--- src/rtl/bpag_consts.svh ---
/*
 * Offsets, field positions, reset values and codes of the port A block.
 * Included by the package and the design files; holds definitions only.
 */
`ifndef BPAG_CONSTS_SVH
`define BPAG_CONSTS_SVH

`define BPAG_PINS          8
`define BPAG_ADDR_W        3
`define BPAG_ANA_CH        5

`define BPAG_OFF_PIN_LEVEL 3'h0
`define BPAG_OFF_OUT_LATCH 3'h1
`define BPAG_OFF_DIR       3'h2
`define BPAG_OFF_ADC_CTRL1 3'h3
`define BPAG_OFF_OSC_CFG   3'h4
`define BPAG_OFF_ALT_CTRL  3'h5
`define BPAG_OFF_OWN_STAT  3'h6

`define BPAG_DIR_RST       8'hFF
`define BPAG_LATCH_RST     8'h00
`define BPAG_ADC_RST       6'h00
`define BPAG_OSC_RST       4'h8
`define BPAG_ALT_RST       1'h0

`define BPAG_AMAP_LSB      0
`define BPAG_AMAP_MSB      3
`define BPAG_VREF_LSB      4
`define BPAG_VREF_MSB      5
`define BPAG_AMAP_ALL_ANA  4'hE

`define BPAG_OSC_EC_QCLK   4'h4
`define BPAG_OSC_EC_IO     4'h5
`define BPAG_OSC_INT_IO    4'h8
`define BPAG_OSC_INT_QCLK  4'h9

`define BPAG_PIN_TMR       4
`define BPAG_PIN_SS        5
`define BPAG_PIN_QCLK      6
`define BPAG_PIN_OSCI      7
`define BPAG_PIN_CREF      0

`define BPAG_CLKDIV_W      2

`endif

--- src/rtl/bpag_pkg.sv ---
/*
 * Types of the port A block.
 * Assumes bpag_consts.svh is on the include path.
 */
package bpag_pkg;
   `include "bpag_consts.svh"

   typedef enum logic [2:0] {
      BPAG_P6_PORT = 3'h1,
      BPAG_P6_QCLK = 3'h2,
      BPAG_P6_OSC  = 3'h4
   } bpag_p6_mode_t;

   typedef logic [`BPAG_PINS-1:0] bpag_byte_t;
endpackage

--- src/rtl/bpag_sync.sv ---
/*
 * Two-flop synchroniser for a bus of independent level inputs.
 * Assumes each bit is a slowly changing level from outside the clock domain.
 */
`timescale 1ns/1ns
module bpag_sync #(
   parameter int WIDTH = 8
) (
   input  wire logic             core_clk,
   input  wire logic             resetn,
   input  wire logic [WIDTH-1:0] raw,
   output logic      [WIDTH-1:0] synced
);
   logic [WIDTH-1:0] meta_ff;

   // first stage feeds only the second stage
   always_ff @(posedge core_clk or negedge resetn) begin
      if (!resetn) begin
         meta_ff <= '0;
         synced  <= '0;
      end else begin
         meta_ff <= raw;
         synced  <= meta_ff;
      end
   end
endmodule

--- src/rtl/bpag_port.sv ---
/*
 * Eight-pin bidirectional general purpose port with alternate functions:
 * analog channels, comparator reference output, timer clock input,
 * serial slave select, clock-out and oscillator pins.
 * Assumes a plain register port on core_clk and pads resolved outside.
 */
`timescale 1ns/1ns
`include "bpag_consts.svh"

module bpag_port
   import bpag_pkg::*;
#(
   parameter logic [3:0] OSC_CFG_RST = `BPAG_OSC_RST
) (
   input  wire logic                    core_clk,
   input  wire logic                    resetn,
   input  wire logic [`BPAG_ADDR_W-1:0] bus_addr,
   input  wire logic [7:0]              bus_wdata,
   input  wire logic                    bus_wr,
   input  wire logic                    bus_rd,
   output logic      [7:0]              bus_rdata,
   input  wire logic [`BPAG_PINS-1:0]   pad_in,
   output logic      [`BPAG_PINS-1:0]   pad_out,
   output logic      [`BPAG_PINS-1:0]   pad_oe,
   output logic                         timer_ext_clk_in,
   output logic                         timer_clk_valid,
   output logic                         sync_serial_periph_ss_n,
   output logic      [`BPAG_ANA_CH-1:0] analog_ch_en,
   output logic      [1:0]              vref_cfg,
   output logic                         cmp_ref_out_en,
   output logic                         osc_in_en,
   output logic                         osc_out_en,
   output logic                         clk_out_quarter
);

   // software-visible state
   bpag_byte_t                dir_ff;
   bpag_byte_t                latch_ff;
   logic [5:0]                adc_ctrl1_ff;
   logic [3:0]                osc_cfg_ff;
   logic                      cref_en_ff;
   logic [7:0]                rdata_ff;

   // clock-out divider
   logic [`BPAG_CLKDIV_W-1:0] clkdiv_ff;
   logic                      qclk_ff;

   // derived ownership and read path
   bpag_byte_t                pin_sync;
   bpag_byte_t                analog_pin;
   bpag_byte_t                osc_owned;
   bpag_byte_t                alt_owned;
   bpag_byte_t                pin_read;
   bpag_byte_t                dir_read;
   bpag_byte_t                latch_read;
   bpag_byte_t                nxt_pad_out;
   bpag_byte_t                nxt_pad_oe;
   bpag_p6_mode_t             p6_mode;
   logic                      p7_port;
   logic [3:0]                amap;
   logic [7:0]                nxt_rdata;

   // pin levels cross into core_clk before anything reads them
   bpag_sync #(
      .WIDTH (`BPAG_PINS)
   ) u_sync (
      .core_clk (core_clk),
      .resetn   (resetn),
      .raw      (pad_in),
      .synced   (pin_sync)
   );

   // ------------------------------------------------------------------
   // register writes
   // ------------------------------------------------------------------

   // direction bits; all inputs after reset
   always_ff @(posedge core_clk or negedge resetn) begin
      if (!resetn) begin
         dir_ff <= `BPAG_DIR_RST;
      end else if (bus_wr && bus_addr == `BPAG_OFF_DIR) begin
         dir_ff <= bus_wdata;
      end
   end

   // output latch, reachable through both the port and latch offsets
   always_ff @(posedge core_clk or negedge resetn) begin
      if (!resetn) begin
         latch_ff <= `BPAG_LATCH_RST;
      end else if (bus_wr && bus_addr == `BPAG_OFF_PIN_LEVEL) begin
         latch_ff <= bus_wdata;
      end else if (bus_wr && bus_addr == `BPAG_OFF_OUT_LATCH) begin
         latch_ff <= bus_wdata;
      end
   end

   // converter control: analog selection and reference choice
   always_ff @(posedge core_clk or negedge resetn) begin
      if (!resetn) begin
         adc_ctrl1_ff <= `BPAG_ADC_RST;
      end else if (bus_wr && bus_addr == `BPAG_OFF_ADC_CTRL1) begin
         adc_ctrl1_ff <= bus_wdata[5:0];
      end
   end

   // oscillator selection for the two top pins
   always_ff @(posedge core_clk or negedge resetn) begin
      if (!resetn) begin
         osc_cfg_ff <= OSC_CFG_RST;
      end else if (bus_wr && bus_addr == `BPAG_OFF_OSC_CFG) begin
         osc_cfg_ff <= bus_wdata[3:0];
      end
   end

   // comparator reference output enable
   always_ff @(posedge core_clk or negedge resetn) begin
      if (!resetn) begin
         cref_en_ff <= `BPAG_ALT_RST;
      end else if (bus_wr && bus_addr == `BPAG_OFF_ALT_CTRL) begin
         cref_en_ff <= bus_wdata[0];
      end
   end

   // ------------------------------------------------------------------
   // alternate function decode
   // ------------------------------------------------------------------

   assign amap = adc_ctrl1_ff[`BPAG_AMAP_MSB:`BPAG_AMAP_LSB];

   // channel k is analog while amap <= 14 - k; 0 makes all five analog
   always_comb begin
      analog_pin = '0;
      for (int k = 0; k < `BPAG_ANA_CH; k++) begin
         if (amap <= (`BPAG_AMAP_ALL_ANA - 4'(k))) begin
            if (k < 4) begin
               analog_pin[k] = 1'b1;
            end else begin
               analog_pin[`BPAG_PIN_SS] = 1'b1;
            end
         end
      end
   end

   // pin 6: port, clock-out or oscillator output
   always_comb begin
      if (osc_cfg_ff == `BPAG_OSC_INT_IO || osc_cfg_ff == `BPAG_OSC_EC_IO) begin
         p6_mode = BPAG_P6_PORT;
      end else if (osc_cfg_ff == `BPAG_OSC_INT_QCLK ||
                   osc_cfg_ff == `BPAG_OSC_EC_QCLK) begin
         p6_mode = BPAG_P6_QCLK;
      end else begin
         p6_mode = BPAG_P6_OSC;
      end
   end

   // pin 7 stays a port pin only with the internal oscillator
   assign p7_port = (osc_cfg_ff == `BPAG_OSC_INT_IO) ||
                    (osc_cfg_ff == `BPAG_OSC_INT_QCLK);

   always_comb begin
      osc_owned = '0;
      osc_owned[`BPAG_PIN_QCLK] = (p6_mode != BPAG_P6_PORT);
      osc_owned[`BPAG_PIN_OSCI] = !p7_port;
   end

   // every pin whose driver an alternate function has taken away
   always_comb begin
      alt_owned = osc_owned;
      alt_owned[`BPAG_PIN_CREF] = cref_en_ff;
   end

   // ------------------------------------------------------------------
   // quarter-rate clock out
   // ------------------------------------------------------------------

   // free-running divide by four of core_clk, half duty
   always_ff @(posedge core_clk or negedge resetn) begin
      if (!resetn) begin
         clkdiv_ff <= '0;
      end else begin
         clkdiv_ff <= clkdiv_ff + `BPAG_CLKDIV_W'(1);
      end
   end

   always_ff @(posedge core_clk or negedge resetn) begin
      if (!resetn) begin
         qclk_ff <= 1'b0;
      end else begin
         qclk_ff <= clkdiv_ff[`BPAG_CLKDIV_W-1];
      end
   end

   // ------------------------------------------------------------------
   // per-pin drivers and read masks
   // ------------------------------------------------------------------

   for (genvar i = 0; i < `BPAG_PINS; i++) begin : g_pin
      always_comb begin
         if (i == `BPAG_PIN_QCLK && p6_mode == BPAG_P6_QCLK) begin
            nxt_pad_oe[i]  = 1'b1;
            nxt_pad_out[i] = clkdiv_ff[`BPAG_CLKDIV_W-1];
         end else if (alt_owned[i]) begin
            nxt_pad_oe[i]  = 1'b0;
            nxt_pad_out[i] = 1'b0;
         end else if (dir_ff[i]) begin
            // analog pins keep direction control too
            nxt_pad_oe[i]  = 1'b0;
            nxt_pad_out[i] = 1'b0;
         end else begin
            nxt_pad_oe[i]  = 1'b1;
            nxt_pad_out[i] = latch_ff[i];
         end
      end

      // analog, reference and oscillator use read low at the port; direction and latch read low only under the oscillator
      assign pin_read[i]   = pin_sync[i] && !analog_pin[i] && !alt_owned[i];
      assign dir_read[i]   = dir_ff[i] && !osc_owned[i];
      assign latch_read[i] = latch_ff[i] && !osc_owned[i];
   end

   // pad drive registered so the pins see no decode glitches
   always_ff @(posedge core_clk or negedge resetn) begin
      if (!resetn) begin
         pad_oe  <= '0;
         pad_out <= '0;
      end else begin
         pad_oe  <= nxt_pad_oe;
         pad_out <= nxt_pad_out;
      end
   end

   // ------------------------------------------------------------------
   // peripheral side outputs
   // ------------------------------------------------------------------

   // timer clock sees the raw synced level; slave select only while pin 5 is an input
   always_ff @(posedge core_clk or negedge resetn) begin
      if (!resetn) begin
         timer_ext_clk_in <= 1'b0;
         timer_clk_valid  <= 1'b0;
      end else begin
         timer_ext_clk_in <= pin_sync[`BPAG_PIN_TMR];
         timer_clk_valid  <= dir_ff[`BPAG_PIN_TMR];
      end
   end

   // slave select held inactive while pin 5 is an output
   always_ff @(posedge core_clk or negedge resetn) begin
      if (!resetn) begin
         sync_serial_periph_ss_n <= 1'b1;
      end else if (dir_ff[`BPAG_PIN_SS]) begin
         sync_serial_periph_ss_n <= pin_sync[`BPAG_PIN_SS];
      end else begin
         sync_serial_periph_ss_n <= 1'b1;
      end
   end

   // analog-side enables; software must keep these pins as inputs
   always_ff @(posedge core_clk or negedge resetn) begin
      if (!resetn) begin
         analog_ch_en <= '0;
         vref_cfg     <= '0;
      end else begin
         analog_ch_en <= {analog_pin[`BPAG_PIN_SS], analog_pin[3:0]};
         vref_cfg     <= adc_ctrl1_ff[`BPAG_VREF_MSB:`BPAG_VREF_LSB];
      end
   end

   // comparator reference output on pin 0
   always_ff @(posedge core_clk or negedge resetn) begin
      if (!resetn) begin
         cmp_ref_out_en <= 1'b0;
      end else begin
         cmp_ref_out_en <= cref_en_ff;
      end
   end

   // oscillator ownership of the two top pins
   always_ff @(posedge core_clk or negedge resetn) begin
      if (!resetn) begin
         osc_in_en  <= 1'b0;
         osc_out_en <= 1'b0;
      end else begin
         osc_in_en  <= !p7_port;
         osc_out_en <= (p6_mode == BPAG_P6_OSC);
      end
   end

   // quarter-rate clock for on-chip users; one cycle behind the pin
   always_ff @(posedge core_clk or negedge resetn) begin
      if (!resetn) begin
         clk_out_quarter <= 1'b0;
      end else begin
         clk_out_quarter <= qclk_ff;
      end
   end

   // ------------------------------------------------------------------
   // register reads
   // ------------------------------------------------------------------

   always_comb begin
      if (bus_addr == `BPAG_OFF_PIN_LEVEL) begin
         nxt_rdata = pin_read;
      end else if (bus_addr == `BPAG_OFF_OUT_LATCH) begin
         nxt_rdata = latch_read;
      end else if (bus_addr == `BPAG_OFF_DIR) begin
         nxt_rdata = dir_read;
      end else if (bus_addr == `BPAG_OFF_ADC_CTRL1) begin
         nxt_rdata = {2'h0, adc_ctrl1_ff};
      end else if (bus_addr == `BPAG_OFF_OSC_CFG) begin
         nxt_rdata = {4'h0, osc_cfg_ff};
      end else if (bus_addr == `BPAG_OFF_ALT_CTRL) begin
         nxt_rdata = {7'h00, cref_en_ff};
      end else if (bus_addr == `BPAG_OFF_OWN_STAT) begin
         // pins currently unavailable to the port
         nxt_rdata = alt_owned | (analog_pin & ~alt_owned);
      end else begin
         nxt_rdata = 8'h00;
      end
   end

   // read data stands for exactly one cycle after the strobe
   always_ff @(posedge core_clk or negedge resetn) begin
      if (!resetn) begin
         rdata_ff <= 8'h00;
      end else if (bus_rd) begin
         rdata_ff <= nxt_rdata;
      end else begin
         rdata_ff <= 8'h00;
      end
   end

   assign bus_rdata = rdata_ff;

endmodule

--- config.mk ---
export PLATFORM = sky130hd
export DESIGN_NAME = bpag_port
export DESIGN_NICKNAME = d
export VERILOG_FILES = /design/src/rtl/bpag_pkg.sv /design/src/rtl/bpag_sync.sv /design/src/rtl/bpag_port.sv
export VERILOG_INCLUDE_DIRS = /design/src /design/src/rtl
export SDC_FILE = /design/constraint.sdc
export NUM_CORES = 1
export LEC_CHECK = 0
export BUFFER_PORTS_ARGS = -buffer_cell sky130_fd_sc_hd__buf_2
export CORE_AREA = 3 3 79 81
export CTS_BUF_LIST = sky130_fd_sc_hd__clkbuf_4
export CTS_CLUSTER_DIAMETER = 120
export DETAILED_ROUTE_END_ITERATION = 16
export DIE_AREA = 0 0 82 84
export PLACE_DENSITY_LB_ADDON = 0.25
export RECOVER_POWER = 50
export SLEW_MARGIN = 20
export SYNTH_ARGS = -nofsm -noshare
export SYNTH_HDL_FRONTEND = slang
export SYNTH_SLANG_ARGS = --single-unit
--- constraint.sdc ---
create_clock -name core_clk -period 2 [get_ports core_clk]
set_input_delay 0.3 -clock core_clk [delete_from_list [all_inputs] [get_ports core_clk]]
set_output_delay 0.3 -clock core_clk [all_outputs]
set_load 0.005 [all_outputs]
==> results.rst <==
.. list-table::
   :header-rows: 1

   * - Metric
     - Value
   * - Result of the run
     - finished, final reports clean
   * - Most frequent cells in the layout
     - sky130_fd_sc_hd__dfrtp_1 (74), sky130_fd_sc_hd__buf_2 (58), sky130_fd_sc_hd__mux2_2 (22)
   * - Actual slew at the worst max-slew pin
     - 0.962 ns
   * - Hold Vio Cnt, Final
     - 0
   * - CP max-delay cell
     - sky130_fd_sc_hd__dfrtp_1
   * - Instance count of the mapped netlist
     - 237
   * - Horizontal die dimension
     - 82 µm
   * - GPL Wtd Cong
     - 0.887
   * - Post-synthesis area per instance
     - 13.4 µm²
   * - Proportion of power drawn by flip-flops and latches
     - 58.4%
   * - Number of H-tree levels
     - 3
   * - Post-DP HPWL
     - 4170 µm
   * - Setup repair after global routing missed its margin
     - no
   * - Switching power
     - 0.000963 W
   * - Crit-path max cell delay
     - 0.60 ns
   * - Number of remaining DRC errors
     - 0
   * - Clock tree sinks
     - 84
   * - Synth top area share
     - 58.4%
   * - Arr. time, crit path
     - 2.07 ns
   * - Fraction of power consumed by the clock network
     - 25.7%
   * - Worst Hold Margin
     - 0.111 ns
   * - Die height
     - 84 µm
   * - First-pass GRT wire length
     - 10100 µm
   * - Core Box Area
     - 0.00554 mm²
   * - GRT Total Usage
     - 19.8%
   * - Dominant cell type by area after synthesis
     - sky130_fd_sc_hd__dfrtp_1
   * - Crit share post-route
     - 85.0%
   * - Flops & latches, synth
     - 84
   * - Worst hold path class
     - primary input to flop
   * - Total number of yosys warnings
     - 0
   * - Setup repair bufs after CTS
     - 0
   * - Kind of capture point of the worst setup path
     - flop
   * - Final net count
     - 330
   * - Post-layout minimum cycle time
     - 1.70 ns
   * - Skew-Pair Late Insertion Delay
     - 0.43 ns
   * - Average via count per standard cell
     - 5.39
   * - Final setup violation count
     - 0
   * - Routed wirelength normalized by instance count
     - 15.8 µm
   * - Final std cell area, no fill
     - 0.00375 mm²
   * - Nets in the synthesized netlist
     - 260
   * - Tot Pwr
     - 0.00367 W
   * - Routed via count
     - 2069
   * - Cell area after technology mapping
     - 0.00317 mm²
   * - Number of distinct library cells after synthesis
     - 47
   * - Total of max-cap violations
     - 0
   * - Number of buffer and inverter stages on the critical path
     - 0
   * - Critical path fanouts, max
     - 12
   * - Number of antenna violations at the first check in global routing
     - 0
   * - Async set-or-reset flop fraction in the synthesized netlist
     - 100%
   * - Max-slew violation total from the final report
     - 0
   * - Number of buffers added on ports
     - 60
   * - Most common cell after layout, fill and taps aside
     - sky130_fd_sc_hd__dfrtp_1
   * - Via count of the first global-routing pass
     - 2031
   * - Type of element launching the critical path
     - flop
   * - Pwr/cell area
     - 978 mW/mm²
   * - Leftover overflow at the end of global routing
     - 0
   * - Area of the die
     - 0.00689 mm²
   * - Fraction of power consumed by combinational cells
     - 16.0%
   * - Area overhead of the layout relative to synthesis
     - 18.4%
   * - Remaining antenna violation count
     - 0
   * - Most common flop cell mapped by yosys
     - sky130_fd_sc_hd__dfrtp_1
   * - Number of flops mapped to enable cells by yosys
     - 0
   * - Site row count
     - 27
   * - Fraction of layout instances using a drive strength above 1
     - 33.7%
   * - Ant diodes
     - 0
   * - P_int
     - 0.00271 W
   * - TritonCTS clock tree
     - built
   * - Clock transition at the registers of the reported paths
     - 0.11 ns
   * - Delay-heaviest family, CP
     - flip-flops
   * - Number of buffers created by CTS
     - 9
   * - Wire length after detailed routing
     - 6080 µm
   * - Max-Slew Margin vs Limit
     - 35.8%
   * - Clock tree skew after final layout
     - 0.0160 ns
   * - Buffer type at the clock tree root
     - sky130_fd_sc_hd__clkbuf_4
   * - Post-Route Setup TNS
     - 0 ns
   * - Largest net degree at the start of global routing
     - 46
   * - Pre-antenna DRT Iters
     - 4
   * - Number of DRC markers in iteration 0
     - 140
   * - Worst-path cell chain
     - o211ai_1, or4b_1, a21oi_1, o21a_1
   * - Proportion of total power due to net switching
     - 26.2%
   * - Initial cell density of the core
     - 57.2%
   * - Max Buffers Root-to-Sink
     - 2
   * - Sequential fraction of the synthesis area
     - 66.7%
   * - Critical path class
     - flop to flop
   * - Area contributors post-synth
     - sky130_fd_sc_hd__dfrtp_1 (58%), sky130_fd_sc_hd__dfstp_2 (8.3%), sky130_fd_sc_hd__mux2_2 (7.8%), sky130_fd_sc_hd__nor2b_1 (2.0%), sky130_fd_sc_hd__o21ai_0 (1.9%)
   * - Placement-stage cell area
     - 0.00354 mm²
   * - Total leakage power
     - 1.74 nW
   * - Peak supply drop
     - 0.591 mV
   * - Ports placed on the boundary
     - 61
   * - Highest Clock Rate
     - 588 MHz
   * - Required arrival time at the worst endpoint
     - 2.37 ns
## metal layers
metal | wire length, µm | global-route usage [%] | vias to the layer above | share of wire (%)
li1 | - | - | 968 | -
met1 | 2690 | 27.0 | 1020 | 44
met2 | 2850 | 28.5 | 71 | 47
met3 | 418 | 6.05 | 10 | 6.9
met4 | 115 | 9.82 | 0 | 1.9
met5 | 0 | 0 | - | 0
## Yosys cell counts, types with 2 or more instances
cell	count
sky130_fd_sc_hd__a211oi_1	2
sky130_fd_sc_hd__a21oi_1	3
sky130_fd_sc_hd__a221oi_1	2
sky130_fd_sc_hd__a22oi_1	4
sky130_fd_sc_hd__and2_1	4
sky130_fd_sc_hd__and3_1	3
sky130_fd_sc_hd__and3b_1	2
sky130_fd_sc_hd__buf_1	2
sky130_fd_sc_hd__buf_2	10
sky130_fd_sc_hd__dfrtp_1	74
sky130_fd_sc_hd__dfstp_2	10
sky130_fd_sc_hd__inv_1	9
sky130_fd_sc_hd__mux2_2	22
sky130_fd_sc_hd__mux2i_1	4
sky130_fd_sc_hd__nand2_1	13
sky130_fd_sc_hd__nand2b_1	4
sky130_fd_sc_hd__nand3_1	2
sky130_fd_sc_hd__nand4_1	4
sky130_fd_sc_hd__nor2_1	9
sky130_fd_sc_hd__nor2b_1	10
sky130_fd_sc_hd__o211ai_1	3
sky130_fd_sc_hd__o21a_1	2
sky130_fd_sc_hd__o21ai_0	12
sky130_fd_sc_hd__o21ai_1	2
sky130_fd_sc_hd__or3_1	2
sky130_fd_sc_hd__or3b_1	2
## registers in the layout (all words and copies together), names as in the netlist, 5 cells and up
name and count:
pad_out 8, pad_oe 8, analog_ch_en 5, latch_ff 8, bus_rdata 8, dir_ff 8, u_sync.meta_ff 8, adc_ctrl1_ff 6
u_sync.synced 8
## power groups by stage
stage	sequential (W)	combinational [W]	clock [W]
2_1_floorplan	0.00215	0.000331	0
3_3_place_gp	0.00217	0.000565	0
3_5_place_dp	0.00219	0.000580	0
4_1_cts	0.00215	0.000598	0.000967
5_1_grt	0.00218	0.000655	0.00104
6_report	0.00214	0.000586	0.000942
## per-stage QoR
stage	utilization, %	instances	worst slack [ns]
detailed placement	63.9	359	0.199
CTS	67.9	384	0.317
global route	67.8	384	0.213
global placement	63.9	359	0.285
floorplan	-	237	0.468
finish	67.8	384	0.299
## timing repair
action / 4_1_cts / 5_1_grt
setup endpoints to repair: 0 / 0
hold buffers: 9 / 0
hold endpoints to repair: 42 / 0
gates resized for setup: 0 / 0
## final timing paths
path                               endpoint  cells after the start         startpoint  slack, ns
setup / recovery               bus_rdata[2]                      4    adc_ctrl1_ff[3]       0.30
hold / removal                    dir_ff[4]                      3       bus_wdata[4]       0.11
setup reg to reg               bus_rdata[2]                      4    adc_ctrl1_ff[3]       0.30
hold reg to reg            u_sync.synced[0]                      0  u_sync.meta_ff[0]       0.36
max in group asynchronous         dir_ff[6]                      3             resetn       0.64
min in group asynchronous   adc_ctrl1_ff[5]                      2             resetn       0.55
## cells by family (layout without fill, tap and decap cells)
| logic type | count (synthesis) | in the layout | synth area share, % |
|---|---|---|---|
| AND/OR/NAND/NOR | 62 | 62 | 11.2 |
| XOR/XNOR | 2 | 2 | 0.552 |
| buffers and inverters | 22 | 97 | 3.00 |
| flip-flops | 84 | 84 | 66.7 |
| multiplexers | 27 | 27 | 9.78 |
| AO/OA/AOI/OAI | 40 | 40 | 8.76 |
## worst register-to-register path: cells and delay by family (launching register included)
family,cells,cell delay [ns]
flip-flops,1,0.60
AND/OR/NAND/NOR,1,0.53
AO/OA/AOI/OAI,3,0.51
## cell type report
class / count / area (µm²)
Clock buffer: 13 / 97.6
Clock inverter: 3 / 37.5
Fill cell: 426 / 1790
Inverter: 9 / 33.8
Multi-Input combinational cell: 131 / 957
Sequential cell: 84 / 2110
Tap cell: 72 / 90.1
Timing Repair Buffer: 72 / 424
No activity file was read; power rests on OpenSTA's default activity.
